===== src/hdl/rtc_time_pkg.sv =====
// constants for the time value registers
package rtc_time_pkg;
	localparam logic [3:0] ADDR_WEEKDAY_HOURS = 4'h0;
	localparam logic [3:0] ADDR_MINUTES_SECONDS = 4'h4;
	localparam logic [3:0] ADDR_CONTROL = 4'h8;
	localparam int WEEKDAY_LSB = 8;
	localparam int HOUR_TENS_LSB = 4;
	localparam int HOUR_ONES_LSB = 0;
	localparam int MINUTE_TENS_LSB = 12;
	localparam int MINUTE_ONES_LSB = 8;
	localparam int SECOND_TENS_LSB = 4;
	localparam int SECOND_ONES_LSB = 0;
	localparam int UNLOCK_BIT = 0;
	localparam logic [2:0] WEEKDAY_MAX = 3'h6;
	localparam logic [1:0] HOUR_TENS_MAX = 2'h2;
	localparam logic [3:0] ONES_MAX = 4'h9;
	localparam logic [3:0] HOUR_ONES_LAST = 4'h3;
	localparam logic [2:0] TENS_MAX = 3'h5;
	localparam logic CONTROL_RESET = 1'h0;
	localparam longint CLOCK_HZ = 250000000;
	localparam longint SECOND_CYCLES = CLOCK_HZ;
endpackage


===== src/hdl/rtc_time_value_registers.sv =====
// weekday, hour, minute and second value registers with wishbone slave
`timescale 1ns/100ps
module rtc_time_value_registers
	import rtc_time_pkg::*;
#(
	parameter longint TICK_CYCLES = SECOND_CYCLES
) (
	input wire logic clk_i,
	input wire logic rst_i,
	input wire logic wb_cyc_i,
	input wire logic wb_stb_i,
	input wire logic wb_we_i,
	input wire logic [3:0] wb_adr_i,
	input wire logic [3:0] wb_sel_i,
	input wire logic [31:0] wb_dat_i,
	output logic [31:0] wb_dat_o,
	output logic wb_ack_o
);

	////////////////////////////////////////////////////////////////
	logic [2:0] weekday_digit;
	logic [1:0] hour_tens_digit;
	logic [3:0] hour_ones_digit;
	logic [2:0] minute_tens_digit;
	logic [3:0] minute_ones_digit;
	logic [2:0] second_tens_digit;
	logic [3:0] second_ones_digit;
	logic clock_write_unlock;
	logic [27:0] tick_count;
	logic tick;
	logic request;
	logic wr_wkhr;
	logic wr_minutes_seconds_value;
	logic [15:0] weekday_hours_value;
	logic [15:0] minutes_seconds_value;

	// next value of a tens digit that wraps after five
	function automatic logic [2:0] tens_step(input logic [2:0] d);
		return (d == TENS_MAX) ? 3'h0 : d + 3'h1;
	endfunction

	// next value of a ones digit that wraps after nine
	function automatic logic [3:0] ones_step(input logic [3:0] d);
		return (d == ONES_MAX) ? 4'h0 : d + 4'h1;
	endfunction

	assign weekday_hours_value = {5'h00, weekday_digit, 2'h0, hour_tens_digit,
		hour_ones_digit};
	assign minutes_seconds_value = {1'h0, minute_tens_digit, minute_ones_digit,
		1'h0, second_tens_digit, second_ones_digit};

	////////////////////////////////////////////////////////////////
	// wishbone slave, one wait state
	assign request = wb_cyc_i && wb_stb_i && !wb_ack_o;
	assign wr_wkhr = request && wb_we_i && (wb_adr_i == ADDR_WEEKDAY_HOURS)
		&& clock_write_unlock;
	assign wr_minutes_seconds_value = request && wb_we_i && (wb_adr_i == ADDR_MINUTES_SECONDS)
		&& clock_write_unlock;

	always_ff @(posedge clk_i) begin
		if (rst_i) begin
			wb_ack_o <= 1'b0;
		end else begin
			wb_ack_o <= request;
		end
	end

	always_ff @(posedge clk_i) begin
		if (rst_i) begin
			wb_dat_o <= 32'h00000000;
		end else if (request && !wb_we_i) begin
			if (wb_adr_i == ADDR_WEEKDAY_HOURS) begin
				wb_dat_o <= {16'h0000, weekday_hours_value};
			end else if (wb_adr_i == ADDR_MINUTES_SECONDS) begin
				wb_dat_o <= {16'h0000, minutes_seconds_value};
			end else if (wb_adr_i == ADDR_CONTROL) begin
				wb_dat_o <= {31'h00000000, clock_write_unlock};
			end else begin
				wb_dat_o <= 32'h00000000;
			end
		end
	end

	always_ff @(posedge clk_i) begin
		if (rst_i) begin
			clock_write_unlock <= CONTROL_RESET;
		end else if (request && wb_we_i && wb_sel_i[0] && (wb_adr_i == ADDR_CONTROL)) begin
			clock_write_unlock <= wb_dat_i[UNLOCK_BIT];
		end
	end

	////////////////////////////////////////////////////////////////
	// one second tick
	always_ff @(posedge clk_i) begin
		if (rst_i) begin
			tick_count <= 28'h0000000;
			tick <= 1'b0;
		end else if (tick_count == 28'(TICK_CYCLES - 1)) begin
			tick_count <= 28'h0000000;
			tick <= 1'b1;
		end else begin
			tick_count <= tick_count + 28'h0000001;
			tick <= 1'b0;
		end
	end

	////////////////////////////////////////////////////////////////
	// digits: no reset, value undefined at power-on; software write beats tick
	logic sec_wrap;
	logic min_wrap;
	logic hour_wrap;
	assign sec_wrap = (second_ones_digit == ONES_MAX) && (second_tens_digit == TENS_MAX);
	assign min_wrap = sec_wrap && (minute_ones_digit == ONES_MAX)
		&& (minute_tens_digit == TENS_MAX);
	assign hour_wrap = min_wrap && (hour_tens_digit == HOUR_TENS_MAX)
		&& (hour_ones_digit == HOUR_ONES_LAST);

	always_ff @(posedge clk_i) begin
		if (wr_minutes_seconds_value) begin
			if (wb_sel_i[0]) begin
				second_tens_digit <= wb_dat_i[SECOND_TENS_LSB +: 3];
				second_ones_digit <= wb_dat_i[SECOND_ONES_LSB +: 4];
			end
			if (wb_sel_i[1]) begin
				minute_tens_digit <= wb_dat_i[MINUTE_TENS_LSB +: 3];
				minute_ones_digit <= wb_dat_i[MINUTE_ONES_LSB +: 4];
			end
		end else if (tick) begin
			second_ones_digit <= ones_step(second_ones_digit);
			if (second_ones_digit == ONES_MAX) begin
				second_tens_digit <= tens_step(second_tens_digit);
			end
			if (sec_wrap) begin
				minute_ones_digit <= ones_step(minute_ones_digit);
				if (minute_ones_digit == ONES_MAX) begin
					minute_tens_digit <= tens_step(minute_tens_digit);
				end
			end
		end
	end

	always_ff @(posedge clk_i) begin
		if (wr_wkhr) begin
			if (wb_sel_i[0]) begin
				hour_tens_digit <= wb_dat_i[HOUR_TENS_LSB +: 2];
				hour_ones_digit <= wb_dat_i[HOUR_ONES_LSB +: 4];
			end
			if (wb_sel_i[1]) begin
				weekday_digit <= wb_dat_i[WEEKDAY_LSB +: 3];
			end
		end else if (tick && min_wrap) begin
			if (hour_wrap) begin
				hour_tens_digit <= 2'h0;
				hour_ones_digit <= 4'h0;
				weekday_digit <= (weekday_digit == WEEKDAY_MAX) ? 3'h0
					: weekday_digit + 3'h1;
			end else if (hour_ones_digit == ONES_MAX) begin
				hour_ones_digit <= 4'h0;
				hour_tens_digit <= hour_tens_digit + 2'h1;
			end else begin
				hour_ones_digit <= hour_ones_digit + 4'h1;
			end
		end
	end

	////////////////////////////////////////////////////////////////
	// checker helpers: digits are unknown until software loads them
	logic hours_loaded;
	logic minutes_seconds_value_loaded;

	always_ff @(posedge clk_i) begin
		if (rst_i) begin
			hours_loaded <= 1'b0;
		end else if (wr_wkhr && wb_sel_i[1:0] == 2'h3) begin
			hours_loaded <= 1'b1;
		end
	end

	always_ff @(posedge clk_i) begin
		if (rst_i) begin
			minutes_seconds_value_loaded <= 1'b0;
		end else if (wr_minutes_seconds_value && wb_sel_i[1:0] == 2'h3) begin
			minutes_seconds_value_loaded <= 1'b1;
		end
	end

	////////////////////////////////////////////////////////////////
	weekday_hold_a: assert property (@(posedge clk_i) disable iff (rst_i)
		(request && wb_we_i && wb_adr_i == ADDR_WEEKDAY_HOURS && !clock_write_unlock
		&& !tick) |=> $stable(weekday_hours_value))
		else $error("locked weekday write changed value");

	minutes_seconds_value_hold_a: assert property (@(posedge clk_i) disable iff (rst_i)
		(request && wb_we_i && wb_adr_i == ADDR_MINUTES_SECONDS && !clock_write_unlock
		&& !tick) |=> $stable(minutes_seconds_value))
		else $error("locked minutes_seconds_value write changed value");

	read_zero_a: assert property (@(posedge clk_i) disable iff (rst_i)
		wb_ack_o |-> wb_dat_o[31:16] == 16'h0000)
		else $error("upper read bits not zero");

	sec_step_a: assert property (@(posedge clk_i) disable iff (rst_i)
		(tick && !wr_minutes_seconds_value && second_ones_digit < ONES_MAX)
		|=> second_ones_digit == $past(second_ones_digit) + 4'h1)
		else $error("second ones did not step");

	sec_wrap_a: assert property (@(posedge clk_i) disable iff (rst_i)
		(tick && !wr_minutes_seconds_value && sec_wrap) |=> second_tens_digit == 3'h0
		&& second_ones_digit == 4'h0)
		else $error("seconds did not wrap");

	sec_tens_a: assert property (@(posedge clk_i) disable iff (rst_i)
		(tick && !wr_minutes_seconds_value && second_ones_digit == ONES_MAX && second_tens_digit < TENS_MAX)
		|=> second_tens_digit == $past(second_tens_digit) + 3'h1 && second_ones_digit == 4'h0)
		else $error("second tens did not step");

	min_step_a: assert property (@(posedge clk_i) disable iff (rst_i)
		(tick && !wr_minutes_seconds_value && sec_wrap && minute_ones_digit < ONES_MAX)
		|=> minute_ones_digit == $past(minute_ones_digit) + 4'h1)
		else $error("minute ones did not step");

	min_tens_a: assert property (@(posedge clk_i) disable iff (rst_i)
		(tick && !wr_minutes_seconds_value && sec_wrap && minute_ones_digit == ONES_MAX
		&& minute_tens_digit < TENS_MAX)
		|=> minute_tens_digit == $past(minute_tens_digit) + 3'h1 && minute_ones_digit == 4'h0)
		else $error("minute tens did not step");

	min_wrap_a: assert property (@(posedge clk_i) disable iff (rst_i)
		(tick && !wr_minutes_seconds_value && min_wrap) |=> minute_tens_digit == 3'h0
		&& minute_ones_digit == 4'h0)
		else $error("minutes did not wrap");

	min_keep_a: assert property (@(posedge clk_i) disable iff (rst_i)
		(minutes_seconds_value_loaded && tick && !wr_minutes_seconds_value && !sec_wrap)
		|=> $stable(minutes_seconds_value[14:8]))
		else $error("minutes moved without carry");

	minutes_seconds_value_idle_a: assert property (@(posedge clk_i) disable iff (rst_i)
		(minutes_seconds_value_loaded && !tick && !wr_minutes_seconds_value) |=> $stable(minutes_seconds_value))
		else $error("minutes_seconds_value moved without tick or write");

	hours_idle_a: assert property (@(posedge clk_i) disable iff (rst_i)
		(hours_loaded && !(tick && min_wrap) && !wr_wkhr) |=> $stable(weekday_hours_value))
		else $error("hours moved without carry or write");

	hour_step_a: assert property (@(posedge clk_i) disable iff (rst_i)
		(tick && !wr_wkhr && min_wrap && !hour_wrap && hour_ones_digit < ONES_MAX)
		|=> hour_ones_digit == $past(hour_ones_digit) + 4'h1 && $stable(hour_tens_digit))
		else $error("hour ones did not step");

	hour_tens_a: assert property (@(posedge clk_i) disable iff (rst_i)
		(tick && !wr_wkhr && min_wrap && hour_ones_digit == ONES_MAX)
		|=> hour_tens_digit == $past(hour_tens_digit) + 2'h1 && hour_ones_digit == 4'h0)
		else $error("hour tens did not step");

	hour_wrap_a: assert property (@(posedge clk_i) disable iff (rst_i)
		(tick && !wr_wkhr && !wr_minutes_seconds_value && hour_wrap) |=> hour_tens_digit == 2'h0
		&& hour_ones_digit == 4'h0)
		else $error("hours did not wrap");

	weekday_keep_a: assert property (@(posedge clk_i) disable iff (rst_i)
		(tick && !wr_wkhr && min_wrap && !hour_wrap) |=> $stable(weekday_digit))
		else $error("weekday moved without day carry");

	weekday_step_a: assert property (@(posedge clk_i) disable iff (rst_i)
		(tick && !wr_wkhr && hour_wrap && weekday_digit < WEEKDAY_MAX)
		|=> weekday_digit == $past(weekday_digit) + 3'h1)
		else $error("weekday did not step");

	weekday_wrap_a: assert property (@(posedge clk_i) disable iff (rst_i)
		(tick && !wr_wkhr && hour_wrap && weekday_digit == WEEKDAY_MAX)
		|=> weekday_digit == 3'h0)
		else $error("weekday did not wrap");

	ack_once_a: assert property (@(posedge clk_i) disable iff (rst_i)
		request |=> wb_ack_o ##1 !wb_ack_o)
		else $error("ack not single cycle");

	ack_idle_a: assert property (@(posedge clk_i) disable iff (rst_i)
		!request |=> !wb_ack_o)
		else $error("ack without request");

	write_take_a: assert property (@(posedge clk_i) disable iff (rst_i)
		(wr_minutes_seconds_value && wb_sel_i == 4'hF) |=> minutes_seconds_value
		== {1'h0, $past(wb_dat_i[14:8]), 1'h0, $past(wb_dat_i[6:0])})
		else $error("minutes_seconds_value write not stored");

	hours_take_a: assert property (@(posedge clk_i) disable iff (rst_i)
		(wr_wkhr && wb_sel_i == 4'hF) |=> weekday_hours_value
		== {5'h00, $past(wb_dat_i[10:8]), 2'h0, $past(wb_dat_i[5:0])})
		else $error("hours write not stored");

	unlock_take_a: assert property (@(posedge clk_i) disable iff (rst_i)
		(request && wb_we_i && wb_adr_i == ADDR_CONTROL && wb_sel_i[0])
		|=> clock_write_unlock == $past(wb_dat_i[UNLOCK_BIT]))
		else $error("unlock write not stored");

	unlock_keep_a: assert property (@(posedge clk_i) disable iff (rst_i)
		!(request && wb_we_i && wb_adr_i == ADDR_CONTROL) |=> $stable(clock_write_unlock))
		else $error("unlock changed without write");

	read_hours_a: assert property (@(posedge clk_i) disable iff (rst_i)
		(hours_loaded && request && !wb_we_i && wb_adr_i == ADDR_WEEKDAY_HOURS)
		|=> wb_dat_o == {16'h0000, $past(weekday_hours_value)})
		else $error("hours read data wrong");

	read_minutes_seconds_value_a: assert property (@(posedge clk_i) disable iff (rst_i)
		(minutes_seconds_value_loaded && request && !wb_we_i && wb_adr_i == ADDR_MINUTES_SECONDS)
		|=> wb_dat_o == {16'h0000, $past(minutes_seconds_value)})
		else $error("minutes_seconds_value read data wrong");

	read_hold_a: assert property (@(posedge clk_i) disable iff (rst_i)
		!(request && !wb_we_i) |=> $stable(wb_dat_o))
		else $error("read data changed without read");

	tick_gap_a: assert property (@(posedge clk_i) disable iff (rst_i)
		tick |=> !tick)
		else $error("tick longer than one cycle");

	tick_range_a: assert property (@(posedge clk_i) disable iff (rst_i)
		tick_count <= 28'(TICK_CYCLES - 1))
		else $error("tick counter out of range");

endmodule


===== config.mk =====
export PLATFORM = sky130hd
export DESIGN_NAME = rtc_time_value_registers
export DESIGN_NICKNAME = d
export VERILOG_FILES = /design/src/hdl/rtc_time_pkg.sv /design/src/hdl/rtc_time_value_registers.sv
export SDC_FILE = /design/constraint.sdc
export NUM_CORES = 1
export LEC_CHECK = 0
export BUFFER_PORTS_ARGS = -buffer_cell sky130_fd_sc_hd__buf_4
export CAP_MARGIN = 20
export CORE_UTILIZATION = 48
export DETAILED_ROUTE_END_ITERATION = 16
export PLACE_DENSITY = 0.68
export SYNTH_ARGS = -nofsm -noshare
export SYNTH_HDL_FRONTEND = slang
export SYNTH_SLANG_ARGS = --single-unit

===== constraint.sdc =====
create_clock -name clk_i -period 4.5 [get_ports clk_i]
set_clock_uncertainty 0.05 [all_clocks]
set_input_delay 0.45 -clock clk_i [delete_from_list [all_inputs] [get_ports clk_i]]
set_output_delay 0.45 -clock clk_i [all_outputs]
set_load 0.02 [all_outputs]

==> tab_implementation.tex, run 1 <==
\begin{tabular}{lr}
\hline
Metric & Value \\
\hline
\multicolumn{2}{l}{\textbf{Yosys}} \\
Netlist Area Pre-Place & 3560 um\^{}2 \\
Synthesized instance count & 408 \\
Portion of the post-synthesis area used by sequential elements & 44.7\% \\
Netlist cell types & 49 \\
Number of synthesized flops with an enable pin & 23 \\
Post-Syn Area per Cell & roughly 8.7 um\^{}2 \\
Asr flop ratio synth & 0\% \\
Primary FF master, synth & sky130\_fd\_sc\_hd\_\_dfxtp\_1 \\
Yosys warnings & 0 \\
Post-synthesis register bit count & 68 \\
\multicolumn{2}{l}{\textbf{Critical path}} \\
Critical path cell sequence & nor4bb\_1 -> nand4\_1 -> or3b\_2 -> o21ai\_0 \\
Worst r2r path cells & 4 \\
Delay contributed by the slowest stage of the critical path & $\sim$0.62 ns \\
Number of buffer and inverter stages on the critical path & 0 \\
Data arrival time of the critical path & 2.42 ns \\
Critical-path maximum fanout & 6 \\
Crit path capture type & flip-flop \\
Worst setup path startpoint & minute\_ones\_digit[1] \\
Capture point of the critical path & hour\_tens\_digit[1] \\
Critical Path Stages & 4 \\
Reg2reg end & hour\_tens\_digit[1] \\
Top Family by Delay on Critical Path & simple AND/OR/NAND/NOR gates \\
Worst Path Required & between 4 and 5 ns \\
Setup crit start kind & flip-flop \\
Reg2reg setup slack & between 2 and 2.5 ns \\
Launch instance of the worst register-to-register path & minute\_ones\_digit[1] \\
Critical path type & reg -> reg \\
Highest-delay cell along the critical path & sky130\_fd\_sc\_hd\_\_nor4bb\_1 \\
\multicolumn{2}{l}{\textbf{Die}} \\
Placeable core region & 7210 um\^{}2 \\
Initial core utilization & 49.3\% \\
Row count & 31 \\
Top-level I/O count & 78 \\
Die span in y & 88.1 um \\
Area of the die & $\sim$7800 um\^{}2 \\
DIE WIDTH & between 80 and 90 um \\
\multicolumn{2}{l}{\textbf{Timing}} \\
Unrepaired setup endpoints after global routing & no \\
Headroom to the max-slew limit & 50.6\% \\
Max-slew violations & 0 \\
Max Clk Rate & 0.408 GHz \\
Total negative slack for setup checks & 0 ns \\
Measured slew at the worst slew-check pin & 0.731 ns \\
Setup Viol. Count Final & 0 \\
Hold Worst Slack & around 0.32 ns \\
Endpoints failing hold & 0 \\
Final clock period utilization by the worst path & 54.5\% \\
Final Critical Period & about 2.5 ns \\
\multicolumn{2}{l}{\textbf{Layout}} \\
Diodes inserted & 0 \\
Area Overhead vs Synth & 13.5\% \\
Final design instance area without fill & 4040 um\^{}2 \\
Final-layout fill cell count & a little under 700 \\
Layout Cells excl Fill & 547 \\
Layout cells sized above 1 & 15.2\% \\
Final net count & 492 \\
\multicolumn{2}{l}{\textbf{Placement}} \\
Detailed placement HPWL & $\sim$5.2 mm \\
Number of buffers added on ports & 39 \\
Placed instance area & 3850 um\^{}2 \\
Number of instances in the placed design & 531 \\
Final RePlAce weighted congestion & 0.812 \\
\multicolumn{2}{l}{\textbf{Global routing}} \\
Total gr overflow & 0 \\
Number of global-route vias before repair & 2617 \\
All-Layer GR Usage & 20.0\% \\
Initial antenna violation count & 0 \\
Global-route wire length before repair & 11.8 mm \\
Pin count of the biggest net entering global routing & 26 \\
\multicolumn{2}{l}{\textbf{Clock network}} \\
Hold buffers post-CTS & 0 \\
Clock transition at the registers of the reported paths & around 0.070 ns \\
Gates resized, CTS repair & 0 \\
Level count of the clock H-tree & 3 \\
TritonCTS clock tree & yes \\
Clock tree root buffer cell & sky130\_fd\_sc\_hd\_\_clkbuf\_8 \\
Clock latency at the later pin of the worst-skew pair & 0.34 ns \\
Number of buffers inserted during clock tree synthesis & 9 \\
Sinks on the clock net & 68 \\
\# Post-CTS Setup Buffers & 0 \\
Max Root-Sink Buffers & 2 \\
\multicolumn{2}{l}{\textbf{Detailed routing}} \\
Number of vias per cell after detailed routing & 5.48 \\
Vias after detailed routing & 2995 \\
Met2 WL post-DR & 3.55 mm \\
DRC errors left & 0 \\
Met3 WL & 371 um \\
TritonRoute pass-1 iters & 4 \\
Total wire length after detailed routing & 7.33 mm \\
Top routing layer in use & met4 \\
Length of routed wiring on met1 & 3.31 mm \\
Antenna viol nets, final & 0 \\
Routed length per instance & around 13 um \\
Initial DRC Count & 151 \\
\multicolumn{2}{l}{\textbf{Power and ir drop}} \\
Total power per unit cell area & a little under 300 nW/um\^{}2 \\
Part of the total power dissipated in combinational logic & 6.1\% \\
Internal power & 0.000895 W \\
Share of total power in sequential cells & between 50\% and 60\% \\
Max VDD drop & $\sim$0.00018 V \\
Part of the total power dissipated in the clock network & 39.6\% \\
Share of total power consumed by net switching & 24.1\% \\
Psw & 0.000285 W \\
Static Leakage & 1.40 nW \\
\multicolumn{2}{l}{\textbf{Job}} \\
Maxcap violations & 0 \\
\multicolumn{2}{l}{\textbf{Run status}} \\
Outcome & completed \\
\multicolumn{2}{l}{\textbf{Hold path}} \\
Worst hold path type & in -> reg \\
Hold-critical path depth & 3 \\
\hline
\end{tabular}
## routing by layer
layer	vias up	GRT usage (%)
li1	1515	-
met1	1406	24.2
met2	66	34.2
met3	8	5.18
met4	0	7.33
met5	-	0
## registers in the layout, summed over array words and instances (netlist names)
| name | cells |
|---|---|
| tick_count | 28 |
| wb_dat_o | 14 |
| hour_ones_digit | 4 |
| minute_ones_digit | 4 |
| second_ones_digit | 4 |
| minute_tens_digit | 3 |
| second_tens_digit | 3 |
| weekday_digit | 3 |
| hour_tens_digit | 2 |
| clock_write_unlock | 1 |
| tick | 1 |
| wb_ack_o | 1 |
## power groups by stage
stage                logic, W  clock network [W]  registers (W)
finish              0.0000722           0.000468       0.000640
global route        0.0000801           0.000505       0.000641
CTS                 0.0000726           0.000487       0.000640
detailed placement  0.0000724                  0       0.000654
global placement    0.0000718                  0       0.000654
floorplan           0.0000473                  0       0.000659
## logic make-up after synthesis
group | after synthesis | share of synthesized area (%)
AO/OA/AOI/OAI | 84 | 14.6
XOR/XNOR | 17 | 4.19
adder cells (fa/ha/maj) | 4 | 1.41
buffers and inverters | 50 | 7.39
flip-flops | 68 | 44.7
multiplexers | 4 | 1.20
other | 1 | 0.105
AND/OR/NAND/NOR | 180 | 26.4
## cells in the final DEF, fill, tap and decap left out, types with 2 or more instances in the layout
cell / instances
sky130_fd_sc_hd__a21oi_1: 25
sky130_fd_sc_hd__mux2i_1: 2
sky130_fd_sc_hd__and2_1: 2
sky130_fd_sc_hd__mux2_2: 2
sky130_fd_sc_hd__inv_4: 3
sky130_fd_sc_hd__a31o_2: 2
sky130_fd_sc_hd__nor4bb_1: 2
sky130_fd_sc_hd__ha_1: 4
sky130_fd_sc_hd__nor4_1: 6
sky130_fd_sc_hd__nor3_1: 14
sky130_fd_sc_hd__nand4_1: 10
sky130_fd_sc_hd__and4_1: 3
sky130_fd_sc_hd__xnor2_1: 14
sky130_fd_sc_hd__inv_1: 15
sky130_fd_sc_hd__o41ai_1: 2
sky130_fd_sc_hd__or4_4: 2
sky130_fd_sc_hd__or3_1: 5
sky130_fd_sc_hd__nand2_1: 47
sky130_fd_sc_hd__buf_4: 42
sky130_fd_sc_hd__nor2b_1: 2
sky130_fd_sc_hd__o31ai_1: 10
sky130_fd_sc_hd__o21ai_0: 24
sky130_fd_sc_hd__edfxtp_1: 23
sky130_fd_sc_hd__nand2b_1: 4
sky130_fd_sc_hd__or4_1: 7
sky130_fd_sc_hd__and3_1: 4
sky130_fd_sc_hd__conb_1: 18
sky130_fd_sc_hd__a22oi_1: 7
sky130_fd_sc_hd__a221oi_1: 8
sky130_fd_sc_hd__and4b_1: 2
sky130_fd_sc_hd__and3b_1: 2
sky130_fd_sc_hd__dfxtp_1: 45
sky130_fd_sc_hd__xor2_1: 3
sky130_fd_sc_hd__nor2_1: 48
sky130_fd_sc_hd__nand3_1: 12
sky130_fd_sc_hd__clkbuf_8: 11
sky130_fd_sc_hd__o22ai_1: 2
## worst min-delay path by stage
stage	from	endpoint
after floorplan	tick_count[0]	tick_count[0]
after global placement	tick_count[0]	tick_count[0]
after detailed placement	tick_count[0]	tick_count[0]
after CTS	wb_stb_i	wb_ack_o
after global routing	wb_dat_i[0]	clock_write_unlock
final	wb_stb_i	wb_ack_o
## metrics by stage
stage | setup slack, ns | utilization, % | power (W)
2_1_floorplan | 2.36 | - | 0.000706
3_3_place_gp | 2.01 | 53.4 | 0.000726
3_5_place_dp | 1.98 | 53.4 | 0.000727
4_1_cts | 2.07 | 56.0 | 0.00120
5_1_grt | 1.92 | 56.0 | 0.00123
6_report | 2.05 | 56.0 | 0.00118
## layout make-up
type	count	area (um^2)	share of cell area [%]
sequential	68	1590	39.4
tap	99	124	3.07
clock inverter	5	32.5	0.806
inverter	15	56.3	1.39
timing repair buffer	42	315	7.81
multi-input combinational	307	1770	43.8
clock buffer	11	151	3.75
## cells in the mapped netlist, drive strengths merged, types with 2 or more instances
master,number,share of area [%]
nor4,6,1.1
nor3,14,2.0
o41ai,2,0.49
inv,15,1.6
mux2,2,0.63
buf,22,4.4
nand2b,4,0.70
nand2,47,5.0
xor2,3,0.74
and4,3,0.74
or4b,2,0.56
nor2,48,5.1
or4,9,2.1
xnor2,14,3.4
nor2b,2,0.35
o22ai,2,0.35
clkbuf,13,1.4
o21ai,24,3.4
o31ai,10,2.1
nor4bb,2,0.56
or3,5,0.88
ha,4,1.4
and4b,2,0.56
edfxtp,23,19
a31o,2,0.49
a21oi,25,3.5
and3,4,0.70
nand4,11,2.4
a22oi,7,1.5
and3b,2,0.49
mux2i,2,0.56
nand3,12,1.7
and2,2,0.35
dfxtp,45,25
a221oi,8,2.0
## worst min-delay path, delay by kind of cell
| family | cells | cell delay [ns] |
|---|---|---|
| buf+inv | 1 | 0.11 |
| simple gates | 2 | 0.10 |
(Power assumes the default switching activity.)
==> run 2, diff against run 1 <==
==> constraint.sdc (replaced) <==
create_clock -name clk_i -period 2.4 [get_ports clk_i]
set_clock_uncertainty 0.05 [all_clocks]
set_input_delay 0.24 -clock clk_i [delete_from_list [all_inputs] [get_ports clk_i]]
set_output_delay 0.24 -clock clk_i [all_outputs]
set_load 0.02 [all_outputs]
==> run 2 against run 1 <==
Net effect: maximum frequency up 9.7%; clock-buffer cell count grew 4; core utilization increased by 1.3 points; combinational power is 94% higher; clock power is 89% higher.
==> tab_implementation.tex, run 2 (synthesized netlist as in run 1, its figures left out) <==
\begin{tabular}{lr}
\hline
Metric & Value \\
\hline
\multicolumn{2}{l}{\textbf{Die}} \\
Area of the die & between 7000 and 8000 um\^{}2 \\
Placeable core region & 7210 um\^{}2 \\
DIE WIDTH & 88.1 um \\
Top-level I/O count & 78 \\
Row count & 31 \\
Initial core utilization & 49.3\% \\
Die span in y & 88.1 um \\
\multicolumn{2}{l}{\textbf{Run status}} \\
Outcome & completed \\
\multicolumn{2}{l}{\textbf{Placement}} \\
Detailed placement HPWL & 5.56 mm \\
Number of buffers added on ports & 39 \\
Final RePlAce weighted congestion & between 0.8 and 0.9 \\
\multicolumn{2}{l}{\textbf{Critical path}} \\
Worst setup path startpoint & minute\_ones\_digit[2] \\
Setup crit start kind & flip-flop \\
Crit path capture type & flip-flop \\
Reg2reg end & hour\_tens\_digit[1] \\
Data arrival time of the critical path & 2.21 ns \\
Critical-path maximum fanout & 5 \\
Worst r2r path cells & 5 \\
Highest-delay cell along the critical path & sky130\_fd\_sc\_hd\_\_or3b\_2 \\
Worst Path Required & between 2 and 2.5 ns \\
Launch instance of the worst register-to-register path & minute\_ones\_digit[2] \\
Critical path type & reg -> reg \\
Critical path cell sequence & nor4bb\_1 -> buf\_4 -> nand4\_1 -> or3b\_2 -> o21ai\_0 \\
Delay contributed by the slowest stage of the critical path & approximately 0.47 ns \\
Reg2reg setup slack & 0.17 ns \\
\multicolumn{2}{l}{\textbf{Layout}} \\
Area taken by flip-flops and latches & 1590 um\^{}2 \\
Final-layout fill cell count & between 600 and 700 \\
Final net count & 503 \\
Most common library cell in the layout ignoring fill and taps & sky130\_fd\_sc\_hd\_\_buf\_4 \\
Diodes inserted & 0 \\
Layout cells sized above 1 & 16.3\% \\
Number of flip-flops under the largest register name & 28 \\
Largest registers ranked by flip-flop count & tick\_count x28, wb\_dat\_o x14 \\
Register ranked first by flip-flop count & tick\_count \\
End-of-flow core utilization & between 50\% and 60\% \\
Area of combinational cells with multiple inputs & 1770 um\^{}2 \\
Leading cell types in the layout, fill and taps excluded & 52 x sky130\_fd\_sc\_hd\_\_buf\_4, 48 x sky130\_fd\_sc\_hd\_\_nor2\_1, 47 x sky130\_fd\_sc\_hd\_\_nand2\_1 \\
Area Overhead vs Synth & 16.1\% \\
\multicolumn{2}{l}{\textbf{Timing}} \\
Max Clk Rate & between 0.4 and 0.5 GHz \\
Hold Worst Slack & 0.110 ns \\
Endpoints failing hold & 0 \\
Final Critical Period & roughly 2.2 ns \\
Measured slew at the worst slew-check pin & about 0.72 ns \\
Total negative slack for setup checks & 0 ns \\
Unrepaired setup endpoints after global routing & no \\
Headroom to the max-slew limit & 51.5\% \\
Final clock period utilization by the worst path & 93.1\% \\
Setup Viol. Count Final & 0 \\
Max-slew violations & 0 \\
\multicolumn{2}{l}{\textbf{Clock network}} \\
Clock tree root buffer cell & sky130\_fd\_sc\_hd\_\_clkbuf\_8 \\
\# Post-CTS Setup Buffers & 0 \\
Sinks on the clock net & 68 \\
Clock latency at the later pin of the worst-skew pair & 0.35 ns \\
Gates resized, CTS repair & 0 \\
Number of buffers inserted during clock tree synthesis & 9 \\
Hold buffers post-CTS & 0 \\
TritonCTS clock tree & yes \\
Level count of the clock H-tree & 3 \\
Clock transition at the registers of the reported paths & 0.07 ns \\
Max Root-Sink Buffers & 2 \\
\multicolumn{2}{l}{\textbf{Global routing}} \\
Number of global-route vias before repair & 2587 \\
Pin count of the biggest net entering global routing & 23 \\
Total gr overflow & 0 \\
All-Layer GR Usage & 20.5\% \\
Initial antenna violation count & 0 \\
Global-route wire length before repair & 11.9 mm \\
\multicolumn{2}{l}{\textbf{Detailed routing}} \\
Met3 WL & approximately 320 um \\
Initial DRC Count & 181 \\
Routed length per instance & 13.7 um \\
Total wire length after detailed routing & 7.63 mm \\
Length of routed wiring on met1 & 3.41 mm \\
DRC errors left & 0 \\
Met2 WL post-DR & $\sim$3.8 mm \\
Top routing layer in use & met4 \\
TritonRoute pass-1 iters & 4 \\
Number of vias per cell after detailed routing & approximately 5.4 \\
Antenna viol nets, final & 0 \\
Vias after detailed routing & 3030 \\
\multicolumn{2}{l}{\textbf{Power and ir drop}} \\
Max VDD drop & 0.000505 V \\
Static Leakage & between 1 and 1.5 nW \\
Total power per unit cell area & 539 nW/um\^{}2 \\
\multicolumn{2}{l}{\textbf{Job}} \\
Maxcap violations & 0 \\
\multicolumn{2}{l}{\textbf{Hold path}} \\
Worst hold path type & in -> reg \\
Hold Path Sink & wb\_ack\_o \\
Hold-critical path depth & 3 \\
Startpoint of the worst hold path & wb\_stb\_i \\
\hline
\end{tabular}
-- run 2: changes by cell type in the layout (fill, tap and decap cells not counted) --
cell / previous run / this run
sky130_fd_sc_hd__buf_4: 42 / 52
sky130_fd_sc_hd__buf_12: 0 / 1
sky130_fd_sc_hd__clkbuf_16: 0 / 1
sky130_fd_sc_hd__inv_4: 3 / 0
sky130_fd_sc_hd__clkbuf_8: 11 / 10
sky130_fd_sc_hd__clkbuf_1: 0 / 4
sky130_fd_sc_hd__clkinv_4: 1 / 0
-- run 2: layout make-up --
class | count | share of cell area (%)
clock buffers | 15 | 4.30
multi-input cells | 307 | 42.8
repair buffers | 53 | 9.93
inverters | 15 | 1.36
flip-flops and latches | 68 | 38.5
clock inverters | 1 | 0.121
well taps | 99 | 3.00
-- run 2: metrics by stage --
stage / setup WS [ns] / power (W) / area [um^2] / cells
after floorplan: 0.265 / 0.00132 / 3620 / 425
after global placement: 0.183 / 0.00136 / 3950 / 542
after detailed placement: 0.161 / 0.00137 / 3950 / 542
after CTS: 0.144 / 0.00225 / 4130 / 558
after global routing: 0.0465 / 0.00231 / 4130 / 558
final: 0.165 / 0.00223 / 4130 / 558
-- run 2: power by group --
group          internal, W  switching (W)  leakage [nW]
logic            0.0000560      0.0000838         0.821
registers          0.00119     0.00000761         0.540
clock network     0.000467       0.000419        0.0929
-- run 2: critical path: cells and delay by family (launching register included) --
family | cells | cell delay (ns)
and+or+nand+nor | 3 | 0.94
DFF | 1 | 0.45
AOI/OAI and AO/OA | 1 | 0.29
buffers and inverters | 1 | 0.18
-- run 2: layer usage --
metal | GRT usage [%] | vias up
met5 | 0 | -
met4 | 8.06 | 0
met1 | 24.7 | 1411
li1 | - | 1538
met3 | 6.03 | 8
met2 | 34.6 | 73
-- run 2: worst max path at each step --
stage                               endpoint  slack [ns]  cells past startpoint
after floorplan           hour_tens_digit[0]        0.26                      5
after global placement    hour_tens_digit[0]        0.18                      5
after detailed placement  hour_tens_digit[1]        0.16                      5
after CTS                 hour_tens_digit[1]        0.14                      5
after global routing      hour_tens_digit[1]        0.05                      5
final                     hour_tens_digit[1]        0.17                      5
==> run 3, diff against run 2 <==
==> constraint.sdc (replaced) <==
create_clock -name clk_i -period 2.65 [get_ports clk_i]
set_clock_uncertainty 0.05 [all_clocks]
set_input_delay 0.265 -clock clk_i [delete_from_list [all_inputs] [get_ports clk_i]]
set_output_delay 0.265 -clock clk_i [all_outputs]
set_load 0.02 [all_outputs]
==> run 3 against run 2 <==
Net effect: sequential power shrank 9%; largest power group unchanged; power shrank 4.8%; wire length shrank 1.9%; worst hold slack better by 0.018 ns; flip-flop and latch count stayed put; critical path depth down 1; highest routed layer unchanged; cell count down 1.1%; worst setup slack gained 0.12 ns; combinational power decreased by 12%; first-iteration DRC count increased by 3.3%.
==> tab_implementation.tex, run 3 (synthesized netlist as in run 1, its figures left out) <==
\begin{tabular}{lr}
\hline
Metric & Value \\
\hline
\multicolumn{2}{l}{\textbf{Power and ir drop}} \\
Final total power & 0.00212 W \\
Total power per unit cell area & 517 nW/um\^{}2 \\
Max VDD drop & 0.000324 V \\
Static Leakage & around 1.4 nW \\
\multicolumn{2}{l}{\textbf{Timing}} \\
Total negative slack for setup checks & 0 ns \\
Headroom to the max-slew limit & between 50\% and 60\% \\
Endpoints failing hold & 0 \\
Final Critical Period & 2.36 ns \\
Min setup slack post-route & 0.286 ns \\
Setup Viol. Count Final & 0 \\
Max Clk Rate & 0.423 GHz \\
Final clock period utilization by the worst path & 89.2\% \\
Measured slew at the worst slew-check pin & a little under 0.7 ns \\
Max-slew violations & 0 \\
Unrepaired setup endpoints after global routing & no \\
\multicolumn{2}{l}{\textbf{Global routing}} \\
Global-route wire length before repair & 12.0 mm \\
Number of global-route vias before repair & 2661 \\
Pin count of the biggest net entering global routing & 26 \\
Total gr overflow & 0 \\
Initial antenna violation count & 0 \\
All-Layer GR Usage & roughly 20\% \\
\multicolumn{2}{l}{\textbf{Clock network}} \\
TritonCTS clock tree & yes \\
Clock transition at the registers of the reported paths & about 0.080 ns \\
\# Post-CTS Setup Buffers & 0 \\
Clock tree root buffer cell & sky130\_fd\_sc\_hd\_\_clkbuf\_8 \\
Clock latency at the later pin of the worst-skew pair & 0.35 ns \\
Max Root-Sink Buffers & 2 \\
Gates resized, CTS repair & 0 \\
Sinks on the clock net & 68 \\
Number of buffers inserted during clock tree synthesis & 9 \\
Hold buffers post-CTS & 0 \\
Level count of the clock H-tree & 3 \\
\multicolumn{2}{l}{\textbf{Layout}} \\
Diodes inserted & 0 \\
Layout cells sized above 1 & approximately 15\% \\
Largest registers ranked by flip-flop count & tick\_count x28, wb\_dat\_o x14 \\
Register ranked first by flip-flop count & tick\_count \\
Leading cell types in the layout, fill and taps excluded & 48 x sky130\_fd\_sc\_hd\_\_nor2\_1, 47 x sky130\_fd\_sc\_hd\_\_nand2\_1, 47 x sky130\_fd\_sc\_hd\_\_buf\_4 \\
Final-layout fill cell count & 694 \\
Final net count & 497 \\
Area Overhead vs Synth & 15.2\% \\
Number of flip-flops under the largest register name & 28 \\
End-of-flow core utilization & a little under three fifths \\
Most common library cell in the layout ignoring fill and taps & sky130\_fd\_sc\_hd\_\_nor2\_1 \\
\multicolumn{2}{l}{\textbf{Detailed routing}} \\
Antenna viol nets, final & 0 \\
Initial DRC Count & 187 \\
Number of vias per cell after detailed routing & 5.49 \\
Routed length per instance & 13.6 um \\
Total wire length after detailed routing & around 7.5 mm \\
Vias after detailed routing & between 3000 and 4000 \\
TritonRoute pass-1 iters & 4 \\
DRC errors left & 0 \\
\multicolumn{2}{l}{\textbf{Critical path}} \\
Top Family by Delay on Critical Path & simple AND/OR/NAND/NOR gates \\
Reg2reg setup slack & $\sim$0.29 ns \\
Number of buffer and inverter stages on the critical path & 0 \\
Critical-path maximum fanout & 25 \\
Critical path type & reg -> reg \\
Crit path capture type & flip-flop \\
Setup crit start kind & flip-flop \\
Reg2reg end & tick\_count[5] \\
Delay contributed by the slowest stage of the critical path & 0.67 ns \\
Highest-delay cell along the critical path & sky130\_fd\_sc\_hd\_\_or4b\_2 \\
Launch instance of the worst register-to-register path & tick\_count[16] \\
Worst r2r path cells & 4 \\
Critical path cell sequence & or4b\_2 -> nor4\_1 -> a31o\_2 -> nor2\_1 \\
Worst Path Required & roughly 2.8 ns \\
Data arrival time of the critical path & 2.52 ns \\
\multicolumn{2}{l}{\textbf{Hold path}} \\
Hold-critical path depth & 3 \\
Startpoint of the worst hold path & wb\_stb\_i \\
Worst hold path type & in -> reg \\
Hold Path Sink & wb\_ack\_o \\
\multicolumn{2}{l}{\textbf{Placement}} \\
Final RePlAce weighted congestion & 0.799 \\
Post-place setup slack & 0.338 ns \\
Detailed placement HPWL & around 5.4 mm \\
Number of buffers added on ports & 39 \\
\multicolumn{2}{l}{\textbf{Die}} \\
Row count & 31 \\
Placeable core region & 7210 um\^{}2 \\
Top-level I/O count & 78 \\
Die span in y & between 80 and 90 um \\
Initial core utilization & approximately 50\% \\
Area of the die & 7760 um\^{}2 \\
DIE WIDTH & 88.1 um \\
\multicolumn{2}{l}{\textbf{Job}} \\
Maxcap violations & 0 \\
\multicolumn{2}{l}{\textbf{Run status}} \\
Outcome & completed \\
\hline
\end{tabular}
==> run 3: changes by cell type in the layout (fill, tap and decap cells not counted) <==
cell and delta:
sky130_fd_sc_hd__clkinvlp_4 +1, sky130_fd_sc_hd__clkbuf_16 -1, sky130_fd_sc_hd__bufinv_16 +2, sky130_fd_sc_hd__buf_12 -1, sky130_fd_sc_hd__clkinv_1 +1, sky130_fd_sc_hd__clkbuf_1 -2, sky130_fd_sc_hd__buf_4 -5, sky130_fd_sc_hd__clkbuf_8 -1
==> run 3: worst max-delay path by stage <==
stage,from,end,depth (start not counted)
6_report,tick_count[16],tick_count[5],4
5_1_grt,tick_count[16],tick_count[11],4
3_5_place_dp,tick_count[16],tick_count[5],4
3_3_place_gp,tick_count[16],tick_count[4],4
4_1_cts,tick_count[16],tick_count[5],4
2_1_floorplan,wb_ack_o,hour_tens_digit[0],5
==> run 3: tightest hold or removal path, cell delays in order <==
cell,delay [ns]
sky130_fd_sc_hd__buf_4,0.12
sky130_fd_sc_hd__nand2_1,0.06
sky130_fd_sc_hd__nor3_1,0.04
==> run 3: through the flow <==
stage                     area [um^2]  hold slack, ns  std cells
after floorplan                  3620           0.348        425
after global placement           3890           0.378        536
after detailed placement         3890           0.396        536
after CTS                        4100           0.122        552
after global routing             4100           0.141        552
final                            4100           0.128        552
==> run 3: area by class of cell <==
cell class | instances | area [um^2] | area share, %
clock buffer | 11 | 131 | 3.21
clock inverter | 5 | 76.3 | 1.86
inverter | 15 | 56.3 | 1.37
multi-input combinational | 307 | 1770 | 43.1
sequential | 68 | 1590 | 38.8
tap | 99 | 124 | 3.02
timing repair buffer | 47 | 353 | 8.61
==> run 3: routing by layer <==
layer | vias up | global-route usage (%) | routed length (um) | share of wire, %
li1 | 1526 | - | - | -
met3 | 17 | 3.77 | 328 | 4.4
met1 | 1407 | 25.2 | 3440 | 46
met4 | 0 | 11.0 | 183 | 2.4
met5 | - | 0 | 0 | 0
met2 | 83 | 32.9 | 3530 | 47
==> run 3: where the power goes <==
group / leakage, nW / internal, W / total, W / switching [W]
Combinational: 0.788 / 0.0000477 / 0.000123 / 0.0000749
Clock: 0.101 / 0.000526 / 0.000911 / 0.000385
Sequential: 0.540 / 0.00108 / 0.00109 / 0.00000675
